`config.mk`:
```
export PLATFORM = sky130hd
export DESIGN_NAME = dsu_top
export DESIGN_NICKNAME = d
export VERILOG_FILES = /design/src/shared/dsu_pkg.sv /design/src/shared/dsu_hold_if.sv /design/src/verilog/dsu_rx_hold.sv /design/src/verilog/dsu_top.sv /design/src/verilog/dsu_tx_hold.sv
export VERILOG_INCLUDE_DIRS = /design/src /design/src/shared
export SDC_FILE = /design/constraint.sdc
export NUM_CORES = 1
export LEC_CHECK = 0
export BUFFER_PORTS_ARGS = -buffer_cell sky130_fd_sc_hd__buf_2
export CAP_MARGIN = 20
export CELL_PAD_IN_SITES_DETAIL_PLACEMENT = 1
export CELL_PAD_IN_SITES_GLOBAL_PLACEMENT = 2
export CORE_ASPECT_RATIO = 0.5
export CORE_MARGIN = 2
export CORE_UTILIZATION = 32
export CTS_CLUSTER_SIZE = 30
export DETAILED_ROUTE_END_ITERATION = 8
export GPL_ROUTABILITY_DRIVEN = 0
export GPL_TIMING_DRIVEN = 0
export PLACE_DENSITY = 0.82
export SLEW_MARGIN = 0
export SYNTH_ARGS = -nofsm -noshare
export SYNTH_HDL_FRONTEND = slang
export SYNTH_SLANG_ARGS = --single-unit
```
`constraint.sdc`:
```
create_clock -name sys_clk -period 2.3 [get_ports sys_clk]
set_input_delay 0.23 -clock sys_clk [delete_from_list [all_inputs] [get_ports sys_clk]]
set_output_delay 0.23 -clock sys_clk [all_outputs]
set_load 0.1 [all_outputs]
```
`src/shared/dsu_cfg.svh`:
```
// offsets, bit positions, reset values and widths of the debug serial unit
`ifndef DSU_CFG_SVH
`define DSU_CFG_SVH
// register bus widths
`define DSU_ADDR_W        8
`define DSU_DATA_W        32
`define DSU_CHAR_W        8
// register byte offsets
`define DSU_OFS_CTRL      8'h00
`define DSU_OFS_IRQ_SET   8'h08
`define DSU_OFS_IRQ_CLR   8'h0C
`define DSU_OFS_IRQ_STATE 8'h10
`define DSU_OFS_STATUS    8'h14
`define DSU_OFS_RX_HOLD   8'h18
`define DSU_OFS_TX_HOLD   8'h1C
// control register command bits
`define DSU_CTL_RX_RESET  2
`define DSU_CTL_TX_RESET  3
`define DSU_CTL_RX_ON     4
`define DSU_CTL_RX_OFF    5
`define DSU_CTL_TX_ON     6
`define DSU_CTL_TX_OFF    7
`define DSU_CTL_CLR_ERR   8
// shared bit positions of mask and status
`define DSU_BIT_RX_READY  0
`define DSU_BIT_TX_FREE   1
`define DSU_BIT_RX_DONE   3
`define DSU_BIT_TX_DONE   4
`define DSU_BIT_OVERRUN   5
`define DSU_BIT_FRAME     6
`define DSU_BIT_PARITY    7
`define DSU_BIT_TX_IDLE   9
`define DSU_BIT_TX_BUFE   11
`define DSU_BIT_RX_BUFF   12
`define DSU_BIT_DBG_WR    30
`define DSU_BIT_DBG_RD    31
// implemented interrupt sources
`define DSU_SRC_MASK      32'hC0001AFB
// reset values
`define DSU_RST_MASK      32'h00000000
`endif

```
`src/shared/dsu_pkg.sv`:
```
// state types of the debug serial unit
package dsu_pkg;
`include "dsu_cfg.svh"
   // receive side holding state
   typedef struct packed {
      logic                   ready;  // unread character present
      logic [`DSU_CHAR_W-1:0] data;   // last received character
      logic                   ovr;    // sticky overrun
      logic                   frm;    // sticky framing error
      logic                   par;    // sticky parity error
   } dsu_rx_state_t;
   // transmit side holding state
   typedef struct packed {
      logic                   full;   // character waits for shifter
      logic [`DSU_CHAR_W-1:0] data;   // waiting character
   } dsu_tx_state_t;
   // top level state
   typedef struct packed {
      logic [`DSU_DATA_W-1:0] mask;   // interrupt enables
      logic [`DSU_DATA_W-1:0] rdata;  // registered read answer
      logic                   rx_en;  // receiver running
      logic                   tx_en;  // transmitter running
   } dsu_top_state_t;
endpackage

```
`src/shared/dsu_hold_if.sv`:
```
// link between register logic and the two holding registers
`timescale 1ns/1ps
`include "dsu_cfg.svh"
interface dsu_hold_if;
   logic                   rx_en;    // receiver enabled
   logic                   rd_take;  // software reads receive holding
   logic                   clr_err;  // clear sticky error flags
   logic                   rx_ready; // character waiting
   logic [`DSU_CHAR_W-1:0] rx_data;  // waiting character
   logic                   ovr;      // overrun flag
   logic                   frm;      // framing flag
   logic                   par;      // parity flag
   logic                   tx_en;    // transmitter enabled
   logic                   tx_rst;   // abort transmit holding
   logic                   wr_stb;   // software writes transmit holding
   logic [`DSU_CHAR_W-1:0] wr_data;  // written character
   logic                   tx_free;  // holding register free
   logic                   tx_idle;  // nothing held or shifting
   // register side
   modport regs (output rx_en, rd_take, clr_err, tx_en, tx_rst, wr_stb,
                 wr_data, input rx_ready, rx_data, ovr, frm, par,
                 tx_free, tx_idle);
   // receive holding side
   modport rx_side (input rx_en, rd_take, clr_err,
                    output rx_ready, rx_data, ovr, frm, par);
   // transmit holding side
   modport tx_side (input tx_en, tx_rst, wr_stb, wr_data,
                    output tx_free, tx_idle);
endinterface

```
`src/verilog/dsu_rx_hold.sv`:
```
// receive holding register with ready and sticky line error flags
`timescale 1ns/1ps
`include "dsu_cfg.svh"
module dsu_rx_hold
   import dsu_pkg::*;
(
   input  wire logic                   sys_clk,
   input  wire logic                   resetn,
   input  wire logic                   rx_char_strobe,
   input  wire logic [`DSU_CHAR_W-1:0] rx_char_data,
   input  wire logic                   rx_frame_error,
   input  wire logic                   rx_parity_error,
   dsu_hold_if.rx_side                 hold
);
   dsu_rx_state_t st;       // registered state
   dsu_rx_state_t next_st;  // next state
   logic          take_char; // accepted character

   // characters only count while the receiver runs
   assign take_char = rx_char_strobe & hold.rx_en;

   // clears first, so a new event in the same cycle wins
   always_comb
   begin
      next_st = st;
      if (hold.clr_err)
      begin
         next_st.ovr = 1'b0;
         next_st.frm = 1'b0;
         next_st.par = 1'b0;
      end
      if (hold.rd_take || !hold.rx_en)
         next_st.ready = 1'b0;
      if (take_char)
      begin
         next_st.data  = rx_char_data;
         next_st.ready = 1'b1;
         if (st.ready && !hold.rd_take)
            next_st.ovr = 1'b1;
         if (rx_frame_error)
            next_st.frm = 1'b1;
         if (rx_parity_error)
            next_st.par = 1'b1;
      end
   end

   // state register
   always_ff @(posedge sys_clk)
   begin
      if (!resetn)
         st <= '0;
      else
         st <= next_st;
   end

   assign hold.rx_ready = st.ready;
   assign hold.rx_data  = st.data;
   assign hold.ovr      = st.ovr;
   assign hold.frm      = st.frm;
   assign hold.par      = st.par;
endmodule

```
`src/verilog/dsu_top.sv`:
```
// register interface, status and interrupt of the debug serial unit
//
// The plain strobed port and the register addresses are this design's own decisions.
`timescale 1ns/1ps
`include "dsu_cfg.svh"
module dsu_top
   import dsu_pkg::*;
(
   input  wire logic                   sys_clk,
   input  wire logic                   resetn,
   input  wire logic [`DSU_ADDR_W-1:0] reg_addr,
   input  wire logic [`DSU_DATA_W-1:0] reg_wdata,
   input  wire logic                   reg_wr,
   input  wire logic                   reg_rd,
   output logic [`DSU_DATA_W-1:0]      reg_rdata,
   input  wire logic                   rx_char_strobe,
   input  wire logic [`DSU_CHAR_W-1:0] rx_char_data,
   input  wire logic                   rx_frame_error,
   input  wire logic                   rx_parity_error,
   output logic                        tx_char_valid,
   output logic [`DSU_CHAR_W-1:0]      tx_char_data,
   input  wire logic                   tx_char_take,
   input  wire logic                   tx_shift_busy,
   input  wire logic                   rx_dma_transfer_done,
   input  wire logic                   tx_dma_transfer_done,
   input  wire logic                   tx_dma_buffer_empty,
   input  wire logic                   rx_dma_buffer_full,
   input  wire logic                   dbg_chan_write_pending,
   input  wire logic                   dbg_chan_read_pending,
   output logic                        rx_enabled,
   output logic                        tx_enabled,
   output logic                        irq
);
   ////////////////////////////////////////////////////////////////////////
   // declarations
   dsu_top_state_t         st;        // registered state
   dsu_top_state_t         next_st;   // next state
   logic [`DSU_DATA_W-1:0] status;    // live status word
   logic                   wr_ctrl;   // control register write
   logic                   wr_set;    // mask set write
   logic                   wr_clr;    // mask clear write
   dsu_hold_if             hold ();   // link to holding registers

   ////////////////////////////////////////////////////////////////////////
   // write decode
   assign wr_ctrl = reg_wr && (reg_addr == `DSU_OFS_CTRL);
   assign wr_set  = reg_wr && (reg_addr == `DSU_OFS_IRQ_SET);
   assign wr_clr  = reg_wr && (reg_addr == `DSU_OFS_IRQ_CLR);

   // commands towards the holding registers
   assign hold.rd_take = reg_rd && (reg_addr == `DSU_OFS_RX_HOLD);
   assign hold.wr_stb  = reg_wr && (reg_addr == `DSU_OFS_TX_HOLD);
   assign hold.wr_data = reg_wdata[`DSU_CHAR_W-1:0];
   assign hold.clr_err = wr_ctrl && reg_wdata[`DSU_CTL_CLR_ERR];
   assign hold.tx_rst  = wr_ctrl && reg_wdata[`DSU_CTL_TX_RESET];
   assign hold.rx_en   = st.rx_en;
   assign hold.tx_en   = st.tx_en;

   ////////////////////////////////////////////////////////////////////////
   // live status word, every source at its own bit
   always_comb
   begin
      status                     = '0;
      status[`DSU_BIT_RX_READY]  = hold.rx_ready;
      status[`DSU_BIT_TX_FREE]   = hold.tx_free;
      status[`DSU_BIT_RX_DONE]   = rx_dma_transfer_done;
      status[`DSU_BIT_TX_DONE]   = tx_dma_transfer_done;
      status[`DSU_BIT_OVERRUN]   = hold.ovr;
      status[`DSU_BIT_FRAME]     = hold.frm;
      status[`DSU_BIT_PARITY]    = hold.par;
      status[`DSU_BIT_TX_IDLE]   = hold.tx_idle;
      status[`DSU_BIT_TX_BUFE]   = tx_dma_buffer_empty;
      status[`DSU_BIT_RX_BUFF]   = rx_dma_buffer_full;
      status[`DSU_BIT_DBG_WR]    = dbg_chan_write_pending;
      status[`DSU_BIT_DBG_RD]    = dbg_chan_read_pending;
   end

   ////////////////////////////////////////////////////////////////////////
   // next state: mask, enables and read answer
   always_comb
   begin
      next_st = st;
      // set and clear of mask bits, zeros leave bits alone
      if (wr_set)
         next_st.mask = st.mask | (reg_wdata & `DSU_SRC_MASK);
      if (wr_clr)
         next_st.mask = st.mask & ~reg_wdata;
      // receiver enable, disable wins over enable
      if (wr_ctrl)
      begin
         if (reg_wdata[`DSU_CTL_RX_RESET] || reg_wdata[`DSU_CTL_RX_OFF])
            next_st.rx_en = 1'b0;
         else if (reg_wdata[`DSU_CTL_RX_ON])
            next_st.rx_en = 1'b1;
         // transmitter enable, disable wins over enable
         if (reg_wdata[`DSU_CTL_TX_RESET] || reg_wdata[`DSU_CTL_TX_OFF])
            next_st.tx_en = 1'b0;
         else if (reg_wdata[`DSU_CTL_TX_ON])
            next_st.tx_en = 1'b1;
      end
      // read answer, valid only in the cycle after the strobe
      next_st.rdata = '0;
      if (reg_rd)
      begin
         case (reg_addr)
            `DSU_OFS_IRQ_STATE:
               next_st.rdata = st.mask;
            `DSU_OFS_STATUS:
               next_st.rdata = status;
            `DSU_OFS_RX_HOLD:
               next_st.rdata[`DSU_CHAR_W-1:0] = hold.rx_data;
            default:
               next_st.rdata = '0;  // write-only or unmapped
         endcase
      end
   end

   ////////////////////////////////////////////////////////////////////////
   // state register
   always_ff @(posedge sys_clk)
   begin
      if (!resetn)
      begin
         st.mask  <= `DSU_RST_MASK;
         st.rdata <= '0;
         st.rx_en <= 1'b0;
         st.tx_en <= 1'b0;
      end
      else
         st <= next_st;
   end

   ////////////////////////////////////////////////////////////////////////
   // outputs
   assign reg_rdata  = st.rdata;
   assign rx_enabled = st.rx_en;
   assign tx_enabled = st.tx_en;
   // any enabled source that is set raises the line
   assign irq        = |(status & st.mask);

   ////////////////////////////////////////////////////////////////////////
   // holding registers
   dsu_rx_hold u_rx_hold (
      .sys_clk         (sys_clk),
      .resetn          (resetn),
      .rx_char_strobe  (rx_char_strobe),
      .rx_char_data    (rx_char_data),
      .rx_frame_error  (rx_frame_error),
      .rx_parity_error (rx_parity_error),
      .hold            (hold.rx_side)
   );

   dsu_tx_hold u_tx_hold (
      .sys_clk       (sys_clk),
      .resetn        (resetn),
      .tx_char_take  (tx_char_take),
      .tx_shift_busy (tx_shift_busy),
      .tx_char_valid (tx_char_valid),
      .tx_char_data  (tx_char_data),
      .hold          (hold.tx_side)
   );

   ////////////////////////////////////////////////////////////////////////
   // checks of the register behaviour

   // ones written to the set register at implemented sources show up in the mask
   property p_mask_set;
      @(posedge sys_clk) disable iff (!resetn)
      wr_set |=> ((st.mask & $past(reg_wdata) & `DSU_SRC_MASK) ==
                  ($past(reg_wdata) & `DSU_SRC_MASK)) &&
                 ((st.mask & ~$past(reg_wdata)) ==
                  ($past(st.mask) & ~$past(reg_wdata)));
   endproperty
   a_mask_set: assert property (p_mask_set)
      else $error("mask set write did not set the bits");

   // ones written to the clear register drop mask bits
   property p_mask_clr;
      @(posedge sys_clk) disable iff (!resetn)
      wr_clr |=> ((st.mask & $past(reg_wdata)) == '0) &&
                 ((st.mask & ~$past(reg_wdata)) ==
                  ($past(st.mask) & ~$past(reg_wdata)));
   endproperty
   a_mask_clr: assert property (p_mask_clr)
      else $error("mask clear write did not clear the bits");

   // mask read returns the mask held at the strobe
   property p_mask_read;
      @(posedge sys_clk) disable iff (!resetn)
      reg_rd && (reg_addr == `DSU_OFS_IRQ_STATE) |=>
         reg_rdata == $past(st.mask);
   endproperty
   a_mask_read: assert property (p_mask_read)
      else $error("mask read returned a wrong value");

   // mask is empty right after reset release
   property p_mask_reset;
      @(posedge sys_clk) disable iff (!resetn)
      $rose(resetn) |-> (st.mask == '0) && !irq;
   endproperty
   a_mask_reset: assert property (p_mask_reset)
      else $error("mask not cleared by reset");

   // an accepted character raises receive ready next cycle
   property p_rx_ready;
      @(posedge sys_clk) disable iff (!resetn)
      rx_char_strobe && st.rx_en |=> hold.rx_ready &&
         (hold.rx_data == $past(rx_char_data));
   endproperty
   a_rx_ready: assert property (p_rx_ready)
      else $error("receive ready not set by a character");

   // a read with no new character drops receive ready
   property p_rx_read_clears;
      @(posedge sys_clk) disable iff (!resetn)
      hold.rd_take && !rx_char_strobe |=> !hold.rx_ready;
   endproperty
   a_rx_read_clears: assert property (p_rx_read_clears)
      else $error("receive ready survived a read");

   // a second unread character latches overrun until cleared
   property p_overrun;
      @(posedge sys_clk) disable iff (!resetn)
      rx_char_strobe && st.rx_en && hold.rx_ready && !hold.rd_take
         |=> hold.ovr ##1 (hold.ovr || $past(hold.clr_err));
   endproperty
   a_overrun: assert property (p_overrun)
      else $error("overrun not latched");

   // the clear command empties all three error flags
   property p_err_clear;
      @(posedge sys_clk) disable iff (!resetn)
      hold.clr_err && !rx_char_strobe |=>
         !hold.ovr && !hold.frm && !hold.par;
   endproperty
   a_err_clear: assert property (p_err_clear)
      else $error("error flags not cleared");

   // a write to the transmit holding register while the transmitter runs makes it busy
   property p_tx_write;
      @(posedge sys_clk) disable iff (!resetn)
      hold.wr_stb && st.tx_en && !hold.tx_rst |=>
         !hold.tx_free && tx_char_valid &&
         (tx_char_data == $past(reg_wdata[`DSU_CHAR_W-1:0]));
   endproperty
   a_tx_write: assert property (p_tx_write)
      else $error("transmit holding not taken on write");

   // a waiting character stays put until the shifter takes it
   property p_tx_hold;
      @(posedge sys_clk) disable iff (!resetn)
      tx_char_valid && !tx_char_take && !hold.wr_stb && !hold.tx_rst
         |=> tx_char_valid && $stable(tx_char_data);
   endproperty
   a_tx_hold: assert property (p_tx_hold)
      else $error("waiting character lost");

   // idle is never reported while shifting or holding
   property p_tx_idle;
      @(posedge sys_clk) disable iff (!resetn)
      (tx_shift_busy || tx_char_valid || !st.tx_en) |-> !hold.tx_idle;
   endproperty
   a_tx_idle: assert property (p_tx_idle)
      else $error("transmit idle while busy");

   // status read shows the receive dma done level
   property p_rx_done_level;
      @(posedge sys_clk) disable iff (!resetn)
      reg_rd && (reg_addr == `DSU_OFS_STATUS) |=>
         reg_rdata[`DSU_BIT_RX_DONE] == $past(rx_dma_transfer_done);
   endproperty
   a_rx_done_level: assert property (p_rx_done_level)
      else $error("status bit 3 wrong");

   // status read shows the debug write pending level
   property p_dbg_wr_level;
      @(posedge sys_clk) disable iff (!resetn)
      reg_rd && (reg_addr == `DSU_OFS_STATUS) |=>
         reg_rdata[`DSU_BIT_DBG_WR] == $past(dbg_chan_write_pending);
   endproperty
   a_dbg_wr_level: assert property (p_dbg_wr_level)
      else $error("status bit 30 wrong");

   // enabled debug read pending drives the interrupt
   property p_irq_dbg_rd;
      @(posedge sys_clk) disable iff (!resetn)
      dbg_chan_read_pending && st.mask[`DSU_BIT_DBG_RD] |-> irq;
   endproperty
   a_irq_dbg_rd: assert property (p_irq_dbg_rd)
      else $error("interrupt missing for debug read");

   // receive holding read returns the held character
   property p_rx_hold_read;
      @(posedge sys_clk) disable iff (!resetn)
      hold.rd_take |=>
         reg_rdata == {{(`DSU_DATA_W-`DSU_CHAR_W){1'b0}},
                       $past(hold.rx_data)};
   endproperty
   a_rx_hold_read: assert property (p_rx_hold_read)
      else $error("receive holding read wrong");

   // dma and debug levels on a status read
   property p_status_levels;
      @(posedge sys_clk) disable iff (!resetn)
      reg_rd && (reg_addr == `DSU_OFS_STATUS) |=>
         reg_rdata[`DSU_BIT_TX_BUFE] == $past(tx_dma_buffer_empty) &&
         reg_rdata[`DSU_BIT_RX_BUFF] == $past(rx_dma_buffer_full) &&
         reg_rdata[`DSU_BIT_DBG_RD] == $past(dbg_chan_read_pending);
   endproperty
   a_status_levels: assert property (p_status_levels)
      else $error("status level wrong");

   // a stopped receiver reports no character
   property p_rx_off;
      @(posedge sys_clk) disable iff (!resetn)
      !st.rx_en |=> !hold.rx_ready;
   endproperty
   a_rx_off: assert property (p_rx_off)
      else $error("receive ready while receiver off");

   // a taken char frees the holding register
   property p_tx_take;
      @(posedge sys_clk) disable iff (!resetn)
      tx_char_take && !hold.wr_stb |=>
         !tx_char_valid && (hold.tx_free == st.tx_en);
   endproperty
   a_tx_take: assert property (p_tx_take)
      else $error("holding register not freed");
endmodule

```
`src/verilog/dsu_tx_hold.sv`:
```
// transmit holding register feeding the external shifter
`timescale 1ns/1ps
`include "dsu_cfg.svh"
module dsu_tx_hold
   import dsu_pkg::*;
(
   input  wire logic                   sys_clk,
   input  wire logic                   resetn,
   input  wire logic                   tx_char_take,
   input  wire logic                   tx_shift_busy,
   output logic                        tx_char_valid,
   output logic [`DSU_CHAR_W-1:0]      tx_char_data,
   dsu_hold_if.tx_side                 hold
);
   dsu_tx_state_t st;       // registered state
   dsu_tx_state_t next_st;  // next state

   // shifter takes the held character, software refills it
   always_comb
   begin
      next_st = st;
      if (tx_char_take)
         next_st.full = 1'b0;
      if (hold.wr_stb && hold.tx_en)
      begin
         next_st.full = 1'b1;
         next_st.data = hold.wr_data;
      end
      if (hold.tx_rst)
         next_st.full = 1'b0;
   end

   // state register
   always_ff @(posedge sys_clk)
   begin
      if (!resetn)
         st <= '0;
      else
         st <= next_st;
   end

   // held character drains even after a transmitter off, only a transmit reset drops it
   assign tx_char_valid = st.full;
   assign tx_char_data  = st.data;
   assign hold.tx_free  = hold.tx_en & ~st.full;
   assign hold.tx_idle  = hold.tx_en & ~st.full & ~tx_shift_busy;
endmodule
```
== Word-level counts from Yosys, hierarchy flattened ==
Index checks and enable logic that the tools add are counted.
Storage, ports and cells
  register bits: 87
  input port bits: 63
  output and inout bits: 44
  word-level logic and storage cells: 68
Operators by class
  eq/ne operators: 6
  mux-type cells: 16
  bitwise gates (word level): 10
  reductions and logical operators: 25
Operators with widths (number)
  $and 32x32->32: 2
  $mux 32: 2
  $pmux 24 s2: 1
  $eq 8x5->1 const B: 4
  $not 32->32: 1
  $or 32x32->32: 1
  $reduce_or 32->1: 1
  $pmux 8 s3: 1
  $eq 8x4->1 const B: 2
  $mux 12: 1
  $reduce_bool 2->1: 5
  $logic_and 1x1->1: 9
  $mux 1: 9
  $mux 9: 1
  $logic_not 8->1: 1
  $reduce_and 2->1: 3
  $and 1x1->1: 3
  $logic_or 1x1->1: 3
  $mux 3: 1
  $not 1->1: 3
  $logic_not 1->1: 2
  $reduce_or 2->1: 1

== Longest topological paths before layout ==
Gate-level depths: netlist of run 1.
  word-level depth: 6
  depth in mapped cells: 6
  depth with buffers taken out: 3

== Cells and area by module ==
Synthesis of run 1 repeated with hierarchy kept, for this count alone.
Second synthesis, totals
  cell total of the unflattened synthesis: 380
  area, all modules: 3626.0 sq um
By module, submodules not included
  dsu_top: times used 1, cells an instance 284, area each 2715.1 sq um, sequential area each 1321.3 sq um
  dsu_rx_hold: times used 1, cells an instance 52, area each 529.3 sq um, sequential area each 240.2 sq um
  dsu_tx_hold: times used 1, cells an instance 44, area each 381.6 sq um, sequential area each 180.2 sq um

== Worst setup path before layout of run 1 ==
No wires, ideal clock.
  path type: register -> output
  start point: reg u_tx_hold.st, in the netlist u_tx_hold.tx_char_valid
  end point: out irq
  arrival: 2.345 ns
  required time: 2.070 ns
  path slack: -0.275 ns
  stages on the path, launching flop included: 4
  path buffers: 0
  cells stage by stage: dfxtp_1 nor2b_1 a311oi_1 nand4_1
Between the ends
  word-level cells in the longest chain between the ends: 5
RTL lines
  from (decl): line dsu_tx_hold.sv:15  | dsu_tx_state_t st;
  from (signal assigned): line dsu_tx_hold.sv:39  | st <= next_st;
  $not 1->1 *: line dsu_tx_hold.sv:45, dsu_tx_hold.sv:46
  $and 1x1->1 *: line dsu_tx_hold.sv:45, dsu_tx_hold.sv:46
  $and 1x1->1: line dsu_tx_hold.sv:46  | assign hold.tx_idle = hold.tx_en & ~st.full & ~tx_shift_busy;
  $and 32x32->32 *: line dsu_top.sv:139  | assign irq = |(status & st.mask);
  $reduce_or 32->1 *: line dsu_top.sv:139
  to (decl): line dsu_top.sv:32  | output logic irq
Mark *: on every way between the ends. The rest lies on a longest branch, timed or not.

== Worst setup path in the final report of run 1 ==
  start point: reg, netlist name tx_enabled
  end point: out irq
Between the ends
  word-level cells in the longest chain between the ends: 4
RTL lines (line)
  $and 1x1->1 *: dsu_tx_hold.sv:45, dsu_tx_hold.sv:46
  $and 1x1->1: dsu_tx_hold.sv:46
  $and 32x32->32 *: dsu_top.sv:139
  $reduce_or 32->1 *: dsu_top.sv:139
Marked as above.

==> results of run 1 <==
==> through the flow <==
stage,setup WS (ns),hold slack [ns],std cells,cell area (um2),utilization
floorplan,0.0620,0.317,386,3580,-
finish,0.363,0.0545,650,4590,0.419
CTS,0.370,0.0434,650,4590,0.419
global route,0.285,0.0478,650,4590,0.419
detailed placement,0.440,0.404,634,4280,0.391
global placement,0.468,0.402,634,4280,0.391
==> cells by family after synthesis <==
kind of cell           Yosys count  synth area share
and+or+nand+nor                143             0.222
DFF                             87             0.486
AOI/OAI and AO/OA               71             0.121
muxes                           22            0.0636
buffers and inverters           63             0.107
==> power breakdown <==
part           internal [mW]  switching, mW  total (mW)
combinational         0.0610         0.0980       0.159
sequential              1.51       0.000321        1.51
clock                  0.906          0.604        1.51
total                   2.47          0.702        3.18
==> Yosys cell counts (all sizes together) (4+ instances only) <==
master	instances
nand3	18
mux2	6
and2	21
o31ai	8
mux2i	16
nor2b	4
nor2	6
a21oi	44
nand4	22
dfxtp	87
and3	6
clkbuf	12
nand2	53
buf	47
==> placed cells by master, fill, tap and decap left out, drive strengths merged, types with 2 or more instances in the layout <==
cell type / count
dfxtp: 87
and2: 21
a21oi: 44
nor4b: 2
a22oi: 2
mux2: 6
nor3: 2
o31ai: 8
and3: 6
o2111ai: 2
nand2: 53
a22o: 2
inv: 4
nor2b: 4
o21ai: 2
nor2: 6
nand3: 18
nand4: 22
clkbuf: 24
mux2i: 16
a31oi: 2
a41o: 2
buf: 150
clkinv: 3
==> how the worst max path moves through the flow <==
stage / startpoint / end / slack, ns
4_1_cts: tx_enabled$_SDFFE_PN0P_ / irq / 0.37
3_3_place_gp: reg_addr[7] / reg_rdata[4]$_SDFF_PN0_ / 0.47
6_report: tx_enabled$_SDFFE_PN0P_ / irq / 0.36
5_1_grt: tx_enabled$_SDFFE_PN0P_ / irq / 0.28
2_1_floorplan: u_tx_hold.tx_char_valid$_SDFFE_PP0P_ / irq / 0.06
3_5_place_dp: reg_addr[7] / reg_rdata[1]$_SDFF_PN0_ / 0.44
==> final cells by class <==
type	count	area (um2)
clock inverters	4	52.6
multi-input cells	236	1460
plain buffers	59	368
repair buffers	103	515
flip-flops and latches	87	1740
inverters	4	15.0
fillers	1317	6360
clock buffers	12	256
well taps	145	181
==> per-layer routing <==
layer  vias to the layer above  part of all wire  wire length [um]
li1                       1556                 -                 -
met1                      1484              0.46              4570
met2                        56              0.48              4780
met3                         9             0.044               435
met4                         0             0.010               102
met5                         -                 0                 0
==> run summary, run 1 <==
Status: finished clean
GRT busiest layer: met2
Leak: 2.09 nW
Overall Global Routing Usage: 0.169
Worst VDD drop: 0.318 mV
Unique masters post-synth: 46
First-pass GRT wire length: 16,100 um
Crit-path leading delay family: buffers and inverters
Clk Latency, worst-skew pair: 0.34 ns
RSZ-0062 raised after global routing: false
CTS tree: yes
DR vias/cell: 4.78
DRC: 0
# Post-CTS Setup Buffers: 0
Critical path required time: 2.07 ns
Post-synth ARST share: 0
Worst path depth: 4
Die Span Y: 78.8 um
Yosys warnings: 0
Number of flops mapped to enable cells by yosys: 0
Die area: 0.0121 mm2
Crit path buf inv count: 1
Critical path's largest stage delay: 0.43 ns
Gate Count Post-Synth: 386
PortBufs: 103
Clock-pin slew on the worst setup and hold paths: 0.07 ns
Startpoint Class: register
Die Wd: 154 um
Setup crit end kind: output pin
Max cap viols: 0
Worst hold stages: 2
Root Driver: clkbuf_16
Final hold viol count: 0
Area Growth Syn to Fin: 28.2%
Total chip power: 3.18 mW
Resize count post-CTS: 0
Hold Crit Start: reg_wdata[18]
Reg-to-reg setup timing slack: 1.00 ns
Final worst path period share: 0.842
Slowest CP cell: buf_2
Via Count: 3,105
Hold EP: st[52]$_SDFFE_PN0P_
Period minus WS final: 1.94 ns
Reg-to-Reg Start: rx_enabled$_SDFFE_PN0P_
Max Slew Vio Count: 0
Drt first-iter violations: 141
Arr. time, crit path: 1.71 ns
Worst slew pin tran: 0.718 ns
Synth area leader: dfxtp_1
IO Pins: 107
Antenna Nets Post-Route: 0
FF+latch count, synth: 87
DR WL/cell: 15.2 um
CORE AREA: 0.0109 mm2
Inserted Clock Buffers: 9
Critical-path cell list: nor2b_1 > a311oi_1 > nand4_1 > buf_2
Clk_skew: 0.00868 ns
Syn nets: 449
Pre-antenna DRT Iters: 4
R2r worst-path depth: 4
H-Tree Depth: 3
Final setup fails: 0
Avg Cell Area, Syn: 9.28 um2
Hpwl dp: 7420 um
FMAX: 516 MHz
Cts hold-fix bufs: 0
Setup TNS Final: 0 ns
Grt ovf: 0
FF-to-FF End: u_rx_hold.hold.frm$_SDFF_PN0_
Proportion of layout cells with a drive suffix above 1: 0.352
Initial antenna violation count: 0
Critical path class: reg2out
Top cell type's share of synthesized area: 0.486
Clock Path Buffers: 2
Synth top area cells: dfxtp_1 (49%), buf_4 (6.9%), a21oi_1 (6.1%)
Pwr/cell area: 692 mW/mm2
Hold Path Class: in2reg
Cell Rows: 27
Initial Utilization: 0.327
Worst-path maximum fanout: 6
Synthesized cell area: 0.00358 mm2
Pin count of the biggest net entering global routing: 15
# diodes: 0
Worst rel slew slack: 0.520
Vias in the first global route: 3,167
Met2 Resource Use GR: 0.289
Primary FF master, synth: dfxtp_1
M3 GR Usage: 0.0437
Sequential area share after synthesis: 0.486
Routing usage on met1: 0.213
Clk sinks: 87
Layout Nets: 563
Final WL: 9900 um
Note: power is estimated with default switching activity, not from simulation.
==> run 2: changes to the inputs <==
Settings changed: ABC_AREA from default to 1, CORE_UTILIZATION 32 to 28, PLACE_DENSITY 0.82 to 0.77.
Clock period 2.3 ns to 1.9 ns, I/O delays scaled along.
==> run 2 against run 1 <==
Compared with the run above: clock skew is 0.0052 ns lower; setup slack worse by 0.19 ns; count of clock-buffer cells in the layout is 2 lower; critical path type unchanged.
==> run summary, run 2 <==
Status: finished clean (unchanged)
# Post-CTS Setup Buffers: 0 (unchanged)
Synthesized cell area: 0.00384 mm2 (was 0.00358 mm2)
Layout Nets: 708 (was 563)
Slowest CP cell: dfxtp_2 (was buf_2)
# diodes: 0 (unchanged)
Hpwl dp: 8270 um (was 7420 um)
Pwr/cell area: 811 mW/mm2 (was 692 mW/mm2)
Non-filler cells, final: 826 (was 650)
Final hold viol count: 0 (unchanged)
Clock-pin slew on the worst setup and hold paths: 0.06 ns (was 0.07 ns)
Max Slew Vio Count: 0 (unchanged)
Proportion of layout cells with a drive suffix above 1: 0.308 (was 0.352)
Cell Rows: 30 (was 27)
FMAX: 579 MHz
Critical-path cell list: inv_1 > nor2_1 > a31oi_1 > nand2_1 > clkbuf_4 (was nor2b_1 > a311oi_1 > nand4_1 > buf_2)
Arr. time, crit path: 1.54 ns (was 1.71 ns)
Clock Path Buffers: 2 (unchanged)
PortBufs: 106 (was 103)
Commonest cells post-synth: nand2_1 (114), dfxtp_1 (87), nor2_1 (84) (was dfxtp_1 (87), nand2_1 (52), a21oi_1 (44))
Final setup fails: 0 (unchanged)
Period minus WS final: 1.73 ns
Grt ovf: 0 (unchanged)
Unique masters post-synth: 29 (was 46)
Critical path class: reg2out (unchanged)
Final WL: 10,700 um (was 9900 um)
Die area: 0.0147 mm2 (was 0.0121 mm2)
Antenna Nets Post-Route: 0 (unchanged)
Die Span Y: 86.8 um (was 78.8 um)
Dpl cells: 810 (was 634)
Resize count post-CTS: 0 (unchanged)
Worst slack, placed: 0.417 ns (was 0.440 ns)
Worst VDD drop: 0.325 mV (was 0.318 mV)
CORE AREA: 0.0135 mm2 (was 0.0109 mm2)
Clk_skew: 0.00346 ns (was 0.00868 ns)
Die Wd: 170 um (was 154 um)
Root Driver: clkbuf_16 (unchanged)
FF+latch count, synth: 87 (unchanged)
Syn nets: 591 (was 449)
Gate Count Post-Synth: 528 (was 386)
DR vias/cell: 4.29 (was 4.78)
Clk Latency, worst-skew pair: 0.34 ns (about the same)
Top-count cell post-synth: nand2_1 (was dfxtp_1)
Number of flops mapped to enable cells by yosys: 0 (unchanged)
DR WL/cell: 13.0 um (was 15.2 um)
Via Count: 3,546 (was 3,105)
Pin count of the biggest net entering global routing: 16 (was 15)
Leak: 2.35 nW (was 2.09 nW)
Total chip power: 3.99 mW (was 3.18 mW)
Synth area leader: dfxtp_1 (unchanged)
Primary FF master, synth: dfxtp_1 (unchanged)
Critical path required time: 1.71 ns (was 2.07 ns)
Max cap viols: 0 (unchanged)
Drt first-iter violations: 117 (was 141)
Avg Cell Area, Syn: 7.27 um2 (was 9.28 um2)
Setup TNS Final: 0 ns (unchanged)
Worst slew pin tran: 0.501 ns (was 0.718 ns)
Clk sinks: 87 (unchanged)
Startpoint Class: register (unchanged)
Yosys warnings: 0 (unchanged)
H-Tree Depth: 3 (unchanged)
CTS tree: yes (unchanged)
Post-synth ARST share: 0 (unchanged)
Initial Utilization: 0.285 (was 0.327)
IO Pins: 107 (unchanged)
Multi-input combinational cell area: 0.00152 mm2 (was 0.00146 mm2)
Overall Global Routing Usage: 0.155 (was 0.169)
Final worst path period share: 0.910
Synth top area cells: dfxtp_1 (45%), nand2_1 (11%), nand3_1 (8.6%) (was dfxtp_1 (49%), buf_4 (6.9%), a21oi_1 (6.1%))
Setup crit end kind: output pin (unchanged)
Vias in the first global route: 3,476 (was 3,167)
Worst rel slew slack: 0.668 (was 0.520)
Sequential standard cell area: 0.00174 mm2 (unchanged)
First-pass GRT wire length: 17,600 um (was 16,100 um)
Fin worst setup slack: 0.172 ns (was 0.363 ns)
Sequential area share after synthesis: 0.454 (was 0.486)
DRC: 0 (unchanged)
Top cell type's share of synthesized area: 0.454 (was 0.486)
Cts hold-fix bufs: 0 (unchanged)
Initial antenna violation count: 0 (unchanged)
Hold Path Class: in2reg (unchanged)
Inserted Clock Buffers: 9 (unchanged)
Area Growth Syn to Fin: 28.3% (was 28.2%)
Commonest non-fill, non-tap cell in the layout: nand2_1 (was buf_2)
Critical path's largest stage delay: 0.35 ns (was 0.43 ns)
Worst-path maximum fanout: 4 (was 6)
Pre-antenna DRT Iters: 4 (unchanged)
RSZ-0062 raised after global routing: false (unchanged)
# fillers: 1,723 (was 1,317)
Most frequent cells in the layout: nand2_1 (114), buf_2 (112), dfxtp_1 (85) (was buf_2 (115), dfxtp_1 (85), nand2_1 (52))
WHS: 0.0998 ns (was 0.0545 ns)
[run 2: changes by cell type in the layout (fill, tap and decap cells not counted), sizes merged, moves of 6 or more]
cell	delta
nor2	+95
nand2	+67
inv	+57
nand3	+50
a21oi	-34
and2	-21
nand4	-19
o21ai	+18
mux2i	-16
clkbuf	-8
o31ai	-8
and3	-6
mux2	-6
[run 2: kinds of logic after synthesis]
kind of cell / count (synthesis) / synth area share
AO/OA/AOI/OAI: 35 / 0.0486
buffers and inverters: 111 / 0.150
flip-flops: 87 / 0.454
AND/OR/NAND/NOR: 295 / 0.347
[run 2: where the power goes]
group | switching [mW] | total, mW | internal, mW | leakage [nW]
registers | 0.000804 | 1.82 | 1.82 | 0.701
logic | 0.131 | 0.202 | 0.0708 | 1.49
clock network | 0.770 | 1.97 | 1.20 | 0.155
[run 2: area by class of cell]
class / instances / area share
clock inverter: 6 / 0.0188
buffer: 49 / 0.0696
timing repair buffer: 106 / 0.108
multi-input combinational: 330 / 0.309
inverter: 62 / 0.0473
clock buffer: 10 / 0.0485
sequential: 87 / 0.354
tap: 176 / 0.0447
[run 2: final timing paths]
path	slack, ns	cells past startpoint	to	startpoint
worst max-delay path	0.17	5	irq	tx_enabled$_SDFFE_PN0P_
worst min register to register	0.44	2	st[56]$_SDFFE_PN0P_	st[56]$_SDFFE_PN0P_
worst min-delay path	0.1	3	u_tx_hold.tx_char_valid$_SDFFE_PP0P_	tx_char_take
worst max register to register	0.63	4	u_rx_hold.hold.par$_SDFF_PN0_	rx_enabled$_SDFFE_PN0P_
[run 2: layer usage]
layer,track usage,wire length [um],vias up
met5,0,0,-
met4,0.0420,96,0
met3,0.0406,486,7
met2,0.252,4690,70
met1,0.205,5460,1624
li1,-,-,1845
[run 2: stage by stage]
stage	utilization	instance area, um2
2_1_floorplan	-	3840
3_3_place_gp	0.341	4590
3_5_place_dp	0.341	4590
4_1_cts	0.365	4920
5_1_grt	0.365	4920
6_report	0.365	4920
[run 2: worst max-delay path, delay by kind of cell (launching register included)]
kind | cells | cell delay [ns]
AO/OA/AOI/OAI | 1 | 0.13
AND/OR/NAND/NOR | 2 | 0.34
buffers and inverters | 2 | 0.37
flip-flops | 1 | 0.35
